===== src/dram_cmd_pkg.sv =====
// constants for the command and address input stage of a synchronous dram
// Behaviour
// - ACTIVATE takes address as row; READ/WRITE take column, A10 is auto-precharge.
// - PRECHARGE samples A10: low closes addressed bank, high closes all banks.
// - LOAD MODE takes the address lines as the mode register op-code.
// - with on-the-fly chop enabled, A12 high gives burst 8, low burst 4.
// - the bank address picks the bank for ACTIVATE, READ, WRITE, PRECHARGE.
// - during LOAD MODE the bank address picks one of four mode registers.
// - every address and control input is sampled at the rising clock edge; the code takes self refresh exit from cke_i unsampled.
// - the output data strobe is timed from the clock edges.
// - chip select registered high masks every command.
// - the command is decoded from RAS, CAS, WE with chip select.
// - clock enable is sampled for power-down entry and exit and self refresh entry; self refresh exit unsampled.
package dram_cmd_pkg;
  // command codes on {ras_n, cas_n, we_n} with chip select low
  localparam logic [2:0] CMD_MRS = 3'h0;
  localparam logic [2:0] CMD_REF = 3'h1;
  localparam logic [2:0] CMD_PRE = 3'h2;
  localparam logic [2:0] CMD_ACT = 3'h3;
  localparam logic [2:0] CMD_WR = 3'h4;
  localparam logic [2:0] CMD_RD = 3'h5;
  localparam logic [2:0] CMD_ZQ = 3'h6;
  localparam logic [2:0] CMD_NOP = 3'h7;
  // address bit positions
  localparam int AP_BIT = 10;
  localparam int BC_BIT = 12;
  // burst length field of mode register 0
  localparam int MR0_BL_LSB = 0;
  localparam logic [1:0] BL_FIXED8 = 2'h0;
  localparam logic [1:0] BL_OTF = 2'h1;
  localparam logic [1:0] BL_FIXED4 = 2'h2;
  // strobe clocks per burst: two data beats per clock
  localparam logic [2:0] BURST8_CLKS = 3'h4;
  localparam logic [2:0] BURST4_CLKS = 3'h2;
  // reset values
  localparam logic [15:0] MR_RESET = 16'h0000;
  typedef enum logic [1:0] {
    ST_ACTIVE = 2'b00,
    ST_PDOWN = 2'b01,
    ST_SREF = 2'b11
  } pwr_state_e;
endpackage : dram_cmd_pkg


===== src/dram_cmd_addr_decode.sv =====
// command and address input stage: sampling, command decode, address routing
module dram_cmd_addr_decode
  import dram_cmd_pkg::*;
#(
  parameter int ADDR_W = 14
) (
  input wire logic clk_i,
  input wire logic rst_n_i,
  input wire logic cke_i,
  input wire logic cs_n_i,
  input wire logic ras_n_i,
  input wire logic cas_n_i,
  input wire logic we_n_i,
  input wire logic [2:0] ba_i,
  input wire logic [ADDR_W-1:0] addr_i,
  output logic act_o,
  output logic rd_o,
  output logic wr_o,
  output logic pre_o,
  output logic pre_all_o,
  output logic mrs_o,
  output logic ref_o,
  output logic zq_o,
  output logic [2:0] bank_o,
  output logic [ADDR_W-1:0] row_o,
  output logic [ADDR_W-3:0] col_o,
  output logic auto_pre_o,
  output logic burst8_o,
  output logic [1:0] mr_sel_o,
  output logic [ADDR_W-1:0] opcode_o,
  output logic [1:0] burst_mode_o,
  output logic pdown_o,
  output logic sref_o,
  output logic dqs_o,
  output logic dqs_oe_o
);

  ////////////////////////////////////////////////////////////////////////////
  // input sampling
  logic cke_r, cke_prev_r, cs_n_r, ras_n_r, cas_n_r, we_n_r;
  logic [2:0] ba_r;
  logic [ADDR_W-1:0] addr_r;

  always_ff @(posedge clk_i or negedge rst_n_i) begin
    if (!rst_n_i) begin
      cke_r <= 1'b0;
      cke_prev_r <= 1'b0;
      cs_n_r <= 1'b1;
      ras_n_r <= 1'b1;
      cas_n_r <= 1'b1;
      we_n_r <= 1'b1;
      ba_r <= 3'h0;
      addr_r <= '0;
    end else begin
      cke_r <= cke_i;
      cke_prev_r <= cke_r;
      cs_n_r <= cs_n_i;
      ras_n_r <= ras_n_i;
      cas_n_r <= cas_n_i;
      we_n_r <= we_n_i;
      ba_r <= ba_i;
      addr_r <= addr_i;
    end
  end

  ////////////////////////////////////////////////////////////////////////////
  // power state
  pwr_state_e state_r, state_nxt;
  wire [2:0] cmd = {ras_n_r, cas_n_r, we_n_r};
  wire cke_fall = cke_prev_r & ~cke_r;
  wire sref_entry = cke_fall & ~cs_n_r & (cmd == CMD_REF);

  always_comb begin
    state_nxt = state_r;
    case (state_r)
      ST_ACTIVE: begin
        if (sref_entry) begin
          state_nxt = ST_SREF;
        end else if (cke_fall) begin
          state_nxt = ST_PDOWN;
        end
      end
      ST_PDOWN: begin
        if (cke_r) begin
          state_nxt = ST_ACTIVE;
        end
      end
      ST_SREF: begin
        // exit looks at the pin directly, not at the sampled enable
        if (cke_i) begin
          state_nxt = ST_ACTIVE;
        end
      end
      default: state_nxt = ST_ACTIVE;
    endcase
  end

  always_ff @(posedge clk_i or negedge rst_n_i) begin
    if (!rst_n_i) begin
      state_r <= ST_ACTIVE;
    end else begin
      state_r <= state_nxt;
    end
  end

  ////////////////////////////////////////////////////////////////////////////
  // command decode and address routing
  wire cmd_ok = (state_r == ST_ACTIVE) & cke_prev_r & cke_r & ~cs_n_r;
  wire is_act = cmd_ok & (cmd == CMD_ACT);
  wire is_rd = cmd_ok & (cmd == CMD_RD);
  wire is_wr = cmd_ok & (cmd == CMD_WR);
  wire is_pre = cmd_ok & (cmd == CMD_PRE);
  wire is_mrs = cmd_ok & (cmd == CMD_MRS);
  wire is_ref = cmd_ok & (cmd == CMD_REF);
  wire is_zq = cmd_ok & (cmd == CMD_ZQ);
  wire is_rw = is_rd | is_wr;
  wire banked = is_act | is_rw | is_pre;
  wire [ADDR_W-3:0] col_sel = {addr_r[ADDR_W-1], addr_r[BC_BIT-1], addr_r[AP_BIT-1:0]};

  logic [15:0] mr_r [4];
  wire [1:0] bl_field = mr_r[0][MR0_BL_LSB+1:MR0_BL_LSB];
  wire bl8_sel = (bl_field == BL_OTF) ? addr_r[BC_BIT] : (bl_field != BL_FIXED4);
  wire mr_write = is_mrs & ~ba_r[2];

  always_ff @(posedge clk_i or negedge rst_n_i) begin
    if (!rst_n_i) begin
      for (int i = 0; i < 4; i++) begin
        mr_r[i] <= MR_RESET;
      end
    end else if (mr_write) begin
      mr_r[ba_r[1:0]] <= 16'(addr_r);
    end
  end

  always_ff @(posedge clk_i or negedge rst_n_i) begin
    if (!rst_n_i) begin
      act_o <= 1'b0;
      rd_o <= 1'b0;
      wr_o <= 1'b0;
      pre_o <= 1'b0;
      mrs_o <= 1'b0;
      ref_o <= 1'b0;
      zq_o <= 1'b0;
    end else begin
      act_o <= is_act;
      rd_o <= is_rd;
      wr_o <= is_wr;
      pre_o <= is_pre;
      mrs_o <= mr_write;
      ref_o <= is_ref;
      zq_o <= is_zq;
    end
  end

  always_ff @(posedge clk_i or negedge rst_n_i) begin
    if (!rst_n_i) begin
      bank_o <= 3'h0;
      row_o <= '0;
      col_o <= '0;
      auto_pre_o <= 1'b0;
      burst8_o <= 1'b1;
      pre_all_o <= 1'b0;
      mr_sel_o <= 2'h0;
      opcode_o <= '0;
    end else begin
      if (banked) begin
        bank_o <= ba_r;
      end
      if (is_act) begin
        row_o <= addr_r;
      end
      if (is_rw) begin
        col_o <= col_sel;
        auto_pre_o <= addr_r[AP_BIT];
        burst8_o <= bl8_sel;
      end
      if (is_pre) begin
        pre_all_o <= addr_r[AP_BIT];
      end
      if (mr_write) begin
        mr_sel_o <= ba_r[1:0];
        opcode_o <= addr_r;
      end
    end
  end

  assign burst_mode_o = bl_field;
  assign pdown_o = (state_r == ST_PDOWN);
  assign sref_o = (state_r == ST_SREF);

  ////////////////////////////////////////////////////////////////////////////
  // read strobe: launched on clock edges, one toggle per clock
  logic [2:0] burst_cnt_r;
  logic dqs_r;

  always_ff @(posedge clk_i or negedge rst_n_i) begin
    if (!rst_n_i) begin
      burst_cnt_r <= 3'h0;
      dqs_r <= 1'b0;
    end else if (is_rd) begin
      burst_cnt_r <= bl8_sel ? BURST8_CLKS : BURST4_CLKS;
      dqs_r <= 1'b0;
    end else if (burst_cnt_r != 3'h0) begin
      burst_cnt_r <= burst_cnt_r - 3'h1;
      dqs_r <= ~dqs_r;
    end else begin
      dqs_r <= 1'b0;
    end
  end

  assign dqs_o = dqs_r;
  assign dqs_oe_o = (burst_cnt_r != 3'h0);
endmodule : dram_cmd_addr_decode


===== config.mk =====
export PLATFORM = sky130hd
export DESIGN_NAME = dram_cmd_addr_decode
export DESIGN_NICKNAME = d
export VERILOG_FILES = /design/src/dram_cmd_pkg.sv /design/src/dram_cmd_addr_decode.sv
export SDC_FILE = /design/constraint.sdc
export NUM_CORES = 1
export LEC_CHECK = 0
export ABC_AREA = 1
export BUFFER_PORTS_ARGS = -buffer_cell sky130_fd_sc_hd__buf_2
export CORE_MARGIN = 1.5
export CORE_UTILIZATION = 25
export CTS_CLUSTER_SIZE = 30
export DETAILED_ROUTE_END_ITERATION = 10
export GPL_ROUTABILITY_DRIVEN = 0
export PLACE_DENSITY = 0.47
export SLEW_MARGIN = 20
export SYNTH_ARGS = -nofsm -noshare
export SYNTH_HDL_FRONTEND = slang
export SYNTH_SLANG_ARGS = --single-unit

===== constraint.sdc =====
create_clock -name clk_i -period 1.95 [get_ports clk_i]
set_clock_uncertainty 0.05 [all_clocks]
set_input_delay 0.0975 -clock clk_i [delete_from_list [all_inputs] [get_ports clk_i]]
set_output_delay 0.0975 -clock clk_i [all_outputs]
set_load 0.02 [all_outputs]

==> results of run 1 <==
cell type report:
cell class / count / area, um^2 / area share (%)
clock buffers: 9 / 225 / 5.23
clock inverters: 7 / 75.1 / 1.74
repair buffers: 113 / 723 / 16.8
multi-input cells: 161 / 776 / 18.0
inverters: 37 / 139 / 3.22
well taps: 168 / 210 / 4.88
flip-flops and latches: 86 / 2160 / 50.1
registers in the layout, indices dropped and copies added (netlist names), 2 cells and up:
signal        count
addr_r           14
state_r           2
ba_r              3
row_o            14
mr_sel_o          2
burst_mode_o      2
burst_cnt_r       3
bank_o            3
opcode_o         14
col_o            12
what timing repair did:
| action | in CTS | in global routing |
|---|---|---|
| buffers inserted | 0 | 0 |
| hold buffers | 23 | 0 |
| hold endpoints to repair | 57 | 0 |
power by group through the flow:
stage,Combinational [mW],Sequential [mW],Clock [mW]
after CTS,0.953,2.17,1.78
final,0.935,2.16,1.71
after floorplan,0.342,2.40,0
after global routing,1.04,2.19,1.84
after detailed placement,0.915,2.20,0
after global placement,0.893,2.20,0
cell families after synthesis:
| family | count (synthesis) | share of synthesized area, % |
|---|---|---|
| buffers and inverters | 46 | 6.46 |
| flip-flops | 86 | 68.8 |
| XOR/XNOR | 1 | 0.279 |
| adder cells (fa/ha/maj) | 2 | 0.798 |
| AND/OR/NAND/NOR | 108 | 14.4 |
| AO/OA/AOI/OAI | 50 | 9.25 |
metal layers:
| metal | wire (um) | vias up | global-route usage (%) | share of wire (%) |
|---|---|---|---|---|
| li1 | - | 1156 | - | - |
| met1 | 3230 | 1092 | 14.8 | 45 |
| met2 | 3390 | 57 | 18.3 | 47 |
| met3 | 426 | 14 | 4.06 | 5.9 |
| met4 | 151 | 0 | 5.51 | 2.1 |
| met5 | 0 | - | 0 | 0 |
synthesized netlist by cell type:
master / count / area, um^2
buf_2: 2 / 10.0
buf_4: 1 / 7.51
buf_6: 3 / 33.8
clkbuf_1: 2 / 7.51
clkbuf_2: 1 / 5.00
dfrtp_1: 81 / 2030
dfstp_2: 5 / 131
ha_1: 2 / 25.0
inv_1: 36 / 135
inv_2: 1 / 3.75
nand2_1: 72 / 270
nand2_2: 1 / 6.26
nand3_1: 10 / 50.1
nand4_1: 4 / 25.0
nor2_1: 15 / 56.3
nor2_4: 2 / 22.5
nor3_1: 3 / 15.0
o21ai_0: 29 / 145
o21ai_1: 10 / 50.1
o21ai_2: 10 / 87.6
o31ai_1: 1 / 7.51
or2_2: 1 / 6.26
xnor2_1: 1 / 8.76
critical path, cell delays in order (launching register included):
cell and delay (ns):
dfstp_2 0.58, inv_1 0.08, nand3_1 0.13, nor2_4 0.07, inv_2 0.42, o21ai_0 0.16
worst min path at each step:
| stage | start | endpoint | cells after the start |
|---|---|---|---|
| after floorplan | rst_n_i | act_o | 0 |
| after global placement | rst_n_i | ba_r[2] | 1 |
| after detailed placement | rst_n_i | ba_r[2] | 1 |
| after CTS | rst_n_i | addr_r[8] | 2 |
| after global routing | rst_n_i | ba_r[2] | 2 |
| final | rst_n_i | ba_r[2] | 2 |
==> run summary, run 1 <==
Outcome -> finished, final reports clean
Netlist cell types -> 23
Vias in the first global route -> 2355
Die X-Extent -> 115 um
CTS H-Tree Depth -> 3
CP startpoint kind -> register
Final WS setup -> 0.330 ns
Final Max Slew Viols -> 0
Seq/Total Area, Yosys -> 68.8%
Post-Route WL -> 7190 um
Overall die height -> 115 um
Pin count of the biggest net entering global routing -> 39
Final Hold Fails -> 0
First-pass GRT wire length -> 11600 um
Crit. End Element -> register
Root buffer cell -> clkbuf_16
Wirelength per Cell -> 12.4 um
CTS Buffer Depth -> 2
Post-CTS Resized -> 0
Gate power share -> 19.4%
Slew headroom -> 63.1%
Worst vdd ir -> 0.447 mV
Critical Path Source -> ras_n_r
Total power -> 4.81 mW
Area grow syn2layout -> 37.3%
Setup Total Neg Slack -> 0 ns
Final HPWL DP -> 5070 um
R2R cell count -> 5
Critical path type -> reg2reg
Least-Margin Pin Slew -> 0.553 ns
Util after Layout -> 35.6%
Antenna Nets Post-Route -> 0
Crit path to -> opcode_o[11]
Hold Crit Class -> in2async
Antenna cells -> 0
Clk pin slew, worst setup/hold paths -> 0.06 ns
# DRC -> 0
Slack of the worst reg-to-reg path -> 0.33 ns
Final worst path period need -> 1.62 ns
Nets -> 434
Leak -> 2.28 nW
Critical R2R Capture -> opcode_o[11]
Setup Viol. Count Final -> 0
Fill cells -> 1272
Layout cells sized above 1 -> 30.5%
CP arrival -> 1.77 ns
Synth Net Count -> 319
Peak Freq -> 617 MHz
Iteration-0 DRC Markers -> 89
Commonest cells after routing, fill and taps aside -> 83 x buf_2, 81 x dfrtp_1, 72 x nand2_1
Max Cap Viol -> 0
CTS tree -> built
Total global routing overflow -> 0
Switching Share -> 29.8%
Pint -> 3.37 mW
CTS Sinks -> 86
Number of antenna violations at the first check in global routing -> 0
Syn Inst Count -> 293
Worst-Skew Late Latency -> 0.34 ns
Data required, critical path -> 2.10 ns
Initial core utilization -> 25.9%
Cell Area, Placed -> 0.00378 mm^2
Clk network pwr share -> 35.6%
Final Non-Filler Cells -> 581
Design area -> 0.00431 mm^2
Port bufs -> 84
Switching pwr -> 1.44 mW
Worst r2r src -> ras_n_r
Pwr Density -> 1120 mW/mm^2
Core ar. -> 0.0121 mm^2
Ys Warns -> 0
GRT Util Overall -> 11.8%
Die area -> 0.0132 mm^2
Dpl ws -> 0.312 ns
Final period utilization -> 83.1%
CTS buffer count -> 9
Synthesized flop and latch total -> 86
# IOs -> 85
TritonRoute pass-1 iters -> 4
Seq pwr share -> 45.0%
Synthesized area per cell -> 10.7 um^2
Total vias in the final route -> 2319
CP Max Fanout -> 30
Commonest non-fill, non-tap cell in the layout -> buf_2
Mapped Area -> 0.00314 mm^2
RSZ-0062 raised after global routing -> no
Placed cells -> 542
Vias/cell -> 3.99
Worst hold slack -> 0.212 ns
Floorplan row count -> 40
No activity file was read; power rests on OpenSTA's default activity.
==> inputs of run 2 (changes only) <==
--- a/config.mk
+++ b/config.mk
@@ -12,7 +12,7 @@
 export CTS_CLUSTER_SIZE = 30
 export DETAILED_ROUTE_END_ITERATION = 10
 export GPL_ROUTABILITY_DRIVEN = 0
-export PLACE_DENSITY = 0.47
+export PLACE_DENSITY = 0.49
 export SLEW_MARGIN = 20
 export SYNTH_ARGS = -nofsm -noshare
 export SYNTH_HDL_FRONTEND = slang
==> constraint.sdc (replaced) <==
create_clock -name clk_i -period 1.4 [get_ports clk_i]
set_clock_uncertainty 0.05 [all_clocks]
set_input_delay 0.07 -clock clk_i [delete_from_list [all_inputs] [get_ports clk_i]]
set_output_delay 0.07 -clock clk_i [all_outputs]
set_load 0.02 [all_outputs]
==> run 2 against run 1 <==
Net effect:
- sequential share of layout area is 4.0 points lower
- count of clock-buffer cells in the layout rose by 3
- register-to-register slack worse by 0.34 ns
- the flow now finishes with violations (setup timing)
- worst setup slack got worse by 0.34 ns
- design area increased by 8.8%
- critical path depth rose by 2
- power is 40% higher
- via count is 5.0% higher
==> run summary, run 2 (synthesis gave the netlist of run 1 again) <==
Worst r2r src -> state_r[1]
Final Non-Filler Cells -> 598
Util after Layout -> 38.7%
Outcome -> complete, but fails checks
Least-Margin Pin Slew -> 0.475 ns
Worst-Skew Late Latency -> 0.34 ns
Total global routing overflow -> 0
Commonest cells after routing, fill and taps aside -> 82 x buf_2, 81 x dfrtp_1, 52 x nand2_1
CP Cell Sequence -> nor2_2 -> nand2_2 -> nor2_4 -> nand2_4 -> clkbuf_16 -> nand2_1 -> o21ai_1
Total power -> 6.73 mW
Top flop regs -> addr_r x14, opcode_o x14, row_o x14
R2R cell count -> 7
Max Cap Viol -> 0
Failing checks -> setup timing
Die X-Extent -> 115 um
Slew headroom -> 68.4%
Vias/cell -> 4.07
CTS tree -> built
Worst hold slack -> 0.250 ns
Peak Freq -> 709 MHz
Post-Route WL -> 8060 um
CP Max Fanout -> 14
Wirelength per Cell -> 13.5 um
Final Hold Fails -> 0
Slack of the worst reg-to-reg path -> -0.01 ns
TritonRoute pass-1 iters -> 4
Number of antenna violations at the first check in global routing -> 0
CP max stage delay -> 0.42 ns
Crit. End Element -> register
Vias in the first global route -> 2261
Nets -> 453
# IOs -> 85
Crit path max-delay cell type -> dfrtp_1
Pwr Density -> 1440 mW/mm^2
Layout cells sized above 1 -> 40.0%
Area grow syn2layout -> 49.3%
Total vias in the final route -> 2435
Initial core utilization -> 25.9%
Pin count of the biggest net entering global routing -> 87
Root buffer cell -> clkbuf_16
CTS H-Tree Depth -> 3
RSZ-0062 raised after global routing -> yes
Antenna cells -> 0
Critical path type -> reg2reg
First-pass GRT wire length -> 11800 um
Final worst path period need -> 1.41 ns
# DRC -> 0
Core ar. -> 0.0121 mm^2
Final WS setup -> -0.0110 ns
CTS buffer count -> 9
Port bufs -> 84
Setup Viol. Count Final -> 3
Clk pin slew, worst setup/hold paths -> 0.06 ns
CP startpoint kind -> register
Floorplan row count -> 40
CTS Buffer Depth -> 2
CTS Sinks -> 86
Final HPWL DP -> 4900 um
Final period utilization -> 101%
Placed cells -> 553
Antenna Nets Post-Route -> 0
Commonest non-fill, non-tap cell in the layout -> buf_2
Overall die height -> 115 um
Die area -> 0.0132 mm^2
Iteration-0 DRC Markers -> 114
CP arrival -> 1.58 ns
Critical R2R Capture -> row_o[11]
Leak -> 2.47 nW
Data required, critical path -> 1.57 ns
Hold Crit Class -> in2async
GRT Util Overall -> 12.0%
Final Max Slew Viols -> 0
Worst vdd ir -> 0.652 mV
-- run 2: cell types whose count changed in the layout (fill, tap and decap cells not counted), moves of 5 or more --
cell	previous run	this run
nand2_1	72	52
o21ai_0	29	10
nand2_2	1	14
o21ai_1	10	22
buf_4	5	15
nand2_4	0	7
o21ai_2	10	17
clkbuf_16	9	14
-- run 2: worst max path at each step --
stage                     startpoint      endpoint  slack [ns]  cells past startpoint
after floorplan               we_n_r     bank_o[2]        0.04                      7
after global placement       ras_n_r      col_o[7]        0.01                      4
after detailed placement  state_r[1]  opcode_o[10]       0.006                      7
after CTS                    ras_n_r     col_o[10]      0.0003                      3
after global routing      state_r[1]     row_o[11]       -0.11                      7
final                     state_r[1]     row_o[11]       -0.01                      7
-- run 2: repair_timing --
item | in CTS | in global routing
endpoints found under the setup margin | 1 | 56
gates resized for setup | 1 | 61
gates cloned | 0 | 5
hold buffers | 23 | 0
pin swaps | 0 | 4
hold endpoints to repair | 105 | 0
buffers inserted | 0 | 3
-- run 2: power breakdown --
group / internal, mW / leakage [nW] / switching, mW
logic: 0.574 / 1.25 / 0.849
registers: 2.83 / 1.09 / 0.209
clock network: 1.36 / 0.132 / 0.901
total: 4.77 / 2.47 / 1.96
-- run 2: through the flow --
stage	cell area, um^2	worst slack (ns)	TNS (ns)
finish	4680	-0.0110	-0.0239
CTS	4400	0.000271	0
global route	4680	-0.112	-3.46
global placement	3900	0.0129	0
floorplan	3140	0.0438	0
detailed placement	3900	0.00567	0
-- run 2: layout make-up --
type                            count  area, um^2
Tap cell                          168         210
Sequential cell                    86        2160
Clock inverter                      2        35.0
Fill cell                        1235        7430
Multi-Input combinational cell    161         902
Timing Repair Buffer              132        1000
Clock buffer                       12         236
Inverter                           37         141
-- run 2: worst max-delay path, delay by kind of cell, from the launching register on --
kind	cells	cell delay, ns
compound gates	1	0.06
buf+inv	1	0.19
flops	1	0.42
simple gates	5	0.57
-- run 2: layer usage --
metal	vias to the layer above	GRT usage (%)	part of all wire, %
met5	-	0	0
met4	0	7.16	2.4
met3	12	3.53	3.8
met2	59	17.6	47
met1	1166	15.7	46
li1	1198	-	-
==> inputs of run 3 (changes only) <==
--- a/config.mk
+++ b/config.mk
@@ -7,13 +7,14 @@
 export LEC_CHECK = 0
 export ABC_AREA = 1
 export BUFFER_PORTS_ARGS = -buffer_cell sky130_fd_sc_hd__buf_2
+export CORE_ASPECT_RATIO = 1.75
 export CORE_MARGIN = 1.5
 export CORE_UTILIZATION = 25
 export CTS_CLUSTER_SIZE = 30
 export DETAILED_ROUTE_END_ITERATION = 10
 export GPL_ROUTABILITY_DRIVEN = 0
-export PLACE_DENSITY = 0.49
-export SLEW_MARGIN = 20
+export PLACE_DENSITY_LB_ADDON = 0.2
+export SLEW_MARGIN = 10
 export SYNTH_ARGS = -nofsm -noshare
 export SYNTH_HDL_FRONTEND = slang
 export SYNTH_SLANG_ARGS = --single-unit
==> run 3 against run 2 <==
Net effect:
- the flow still finishes with violations (setup timing)
- power down 0.56%
- critical path depth unchanged
- worst hold slack worse by 0.11 ns
- critical path type unchanged
- non-clock buffer count up 1
- utilization down 1.3 points
==> run summary, run 3 (synthesis gave the netlist of run 1 again) <==
CP Max Fanout -> 14
Least-Margin Pin Slew -> 0.370 ns
Total vias in the final route -> 2442
R2R cell count -> 7
Critical Path Source -> state_r[1]
Wirelength per Cell -> 13.9 um
CP most frequent cell -> nand2_2
Hold Crit Class -> in2async
Worst r2r src -> state_r[1]
Layout cells sized above 1 -> 39.7%
Final Non-Filler Cells -> 601
Leak -> 2.45 nW
Port bufs -> 84
Antenna cells -> 0
First-pass GRT wire length -> 12200 um
Slack of the worst reg-to-reg path -> -0.02 ns
Delay-heaviest family, CP -> simple AND/OR/NAND/NOR gates
Final period utilization -> 101%
Setup Viol. Count Final -> 2
Core ar. -> 0.0124 mm^2
Number of antenna violations at the first check in global routing -> 0
RSZ-0062 raised after global routing -> yes
CP arrival -> 1.59 ns
Total global routing overflow -> 0
# IOs -> 85
Antenna Nets Post-Route -> 0
CP startpoint kind -> register
Peak Freq -> 706 MHz
CTS buffer count -> 9
Placed cells -> 551
Pin count of the biggest net entering global routing -> 33
Failing checks -> setup timing
Vias/cell -> 4.06
Top flop regs -> addr_r x14, opcode_o x14, row_o x14
Overall die height -> 151 um
Crit. End Element -> register
Initial core utilization -> 25.4%
Post-Route WL -> 8340 um
GRT Util Overall -> 12.5%
Final Max Slew Viols -> 0
Commonest non-fill, non-tap cell in the layout -> buf_2
Clk pin slew, worst setup/hold paths -> 0.06 ns
Die X-Extent -> 87.7 um
Pwr Density -> 1450 mW/mm^2
Worst hold slack -> 0.138 ns
# DRC -> 0
Vias in the first global route -> 2413
CP Cell Sequence -> nor2_2 -> nand2_2 -> nor2_4 -> nand2_4 -> clkbuf_16 -> nand2_2 -> o21ai_1
Worst vdd ir -> 0.625 mV
Data required, critical path -> 1.57 ns
Outcome -> complete, but fails checks
Critical R2R Capture -> row_o[8]
Critical path type -> reg2reg
Final Hold Fails -> 0
Crit path max-delay cell type -> dfrtp_1
Area grow syn2layout -> 47.2%
TritonRoute pass-1 iters -> 4
Stages on the worst setup path -> 7
Final worst path period need -> 1.42 ns
CTS Buffer Depth -> 2
Setup Total Neg Slack -> -0.0240 ns
CTS H-Tree Depth -> 3
WP buf/inv -> 1
Crit path to -> row_o[8]
Root buffer cell -> clkbuf_16
Floorplan row count -> 54
Slew headroom -> 75.3%
Commonest cells after routing, fill and taps aside -> 82 x buf_2, 80 x dfrtp_1, 57 x nand2_1
CP max stage delay -> 0.40 ns
Die area -> 0.0133 mm^2
CTS Sinks -> 86
Nets -> 454
Final WS setup -> -0.0166 ns
Max Cap Viol -> 0
Final HPWL DP -> 5370 um
Worst-Skew Late Latency -> 0.33 ns
CTS tree -> built
Iteration-0 DRC Markers -> 109
[run 3: cell count changes in the layout (fill, tap and decap cells not counted), moves of 2 or more]
cell and delta:
buf_4 +3, inv_2 +3, o21ai_2 -5, clkbuf_1 -3, clkinvlp_4 +2, inv_1 -2
o21ai_1 +3, nand2_4 -5, o21ai_0 +2, clkbuf_8 +2, nand2_1 +5, clkbuf_16 -2
[run 3: timing repair]
item | 4_1_cts | 5_1_grt
pin swaps | 0 | 5
resized for setup | 4 | 43
buffers inserted | 0 | 7
setup endpoints to repair | 5 | 48
endpoints found under the hold margin | 87 | 0
cloned | 0 | 4
hold buffers | 23 | 0
[run 3: worst min-delay path by stage]
stage | from | endpoint | slack (ns)
after floorplan | rst_n_i | act_o | -0.28
after global placement | rst_n_i | rd_o | -0.03
after detailed placement | rst_n_i | rd_o | -0.03
after CTS | rst_n_i | rd_o | 0.15
after global routing | rst_n_i | burst_cnt_r[0] | 0.20
final | rst_n_i | rd_o | 0.14
[run 3: cell type report]
cell class              instances  area [um^2]
clock buffers                  11          253
clock inverters                 5         33.8
fillers                      1293         7750
inverters                      37          139
multi-input cells             161          848
flip-flops and latches         86         2160
well taps                     168          210
repair buffers                133          973
[run 3: worst reg2reg max path, stage by stage, from the launching register on]
cell and delay, ns:
dfrtp_1 0.40, nor2_2 0.14, nand2_2 0.07, nor2_4 0.22, nand2_4 0.11, clkbuf_16 0.20
nand2_2 0.07, o21ai_1 0.05
[run 3: routing by layer]
metal / vias up / wire length (um) / global-route usage [%]
li1: 1196 / - / -
met1: 1170 / 3390 / 14.5
met2: 60 / 4400 / 21.2
met3: 16 / 302 / 2.83
met4: 0 / 247 / 6.27
met5: - / 0 / 0
[run 3: metrics by stage]
step / utilization, % / power, mW / cell area (um^2) / worst slack, ns
after floorplan: - / 3.83 / 3140 / 0.0438
after global placement: 31.4 / 4.34 / 3880 / -0.000334
after detailed placement: 31.4 / 4.37 / 3880 / -0.0299
after CTS: 35.6 / 6.73 / 4410 / -0.00465
after global routing: 37.3 / 7.08 / 4620 / -0.105
final: 37.3 / 6.69 / 4620 / -0.0166
[run 3: where the power goes]
group	switching (mW)	internal [mW]	total, mW
clock network	0.948	1.29	2.24
registers	0.212	2.83	3.04
logic	0.851	0.552	1.40
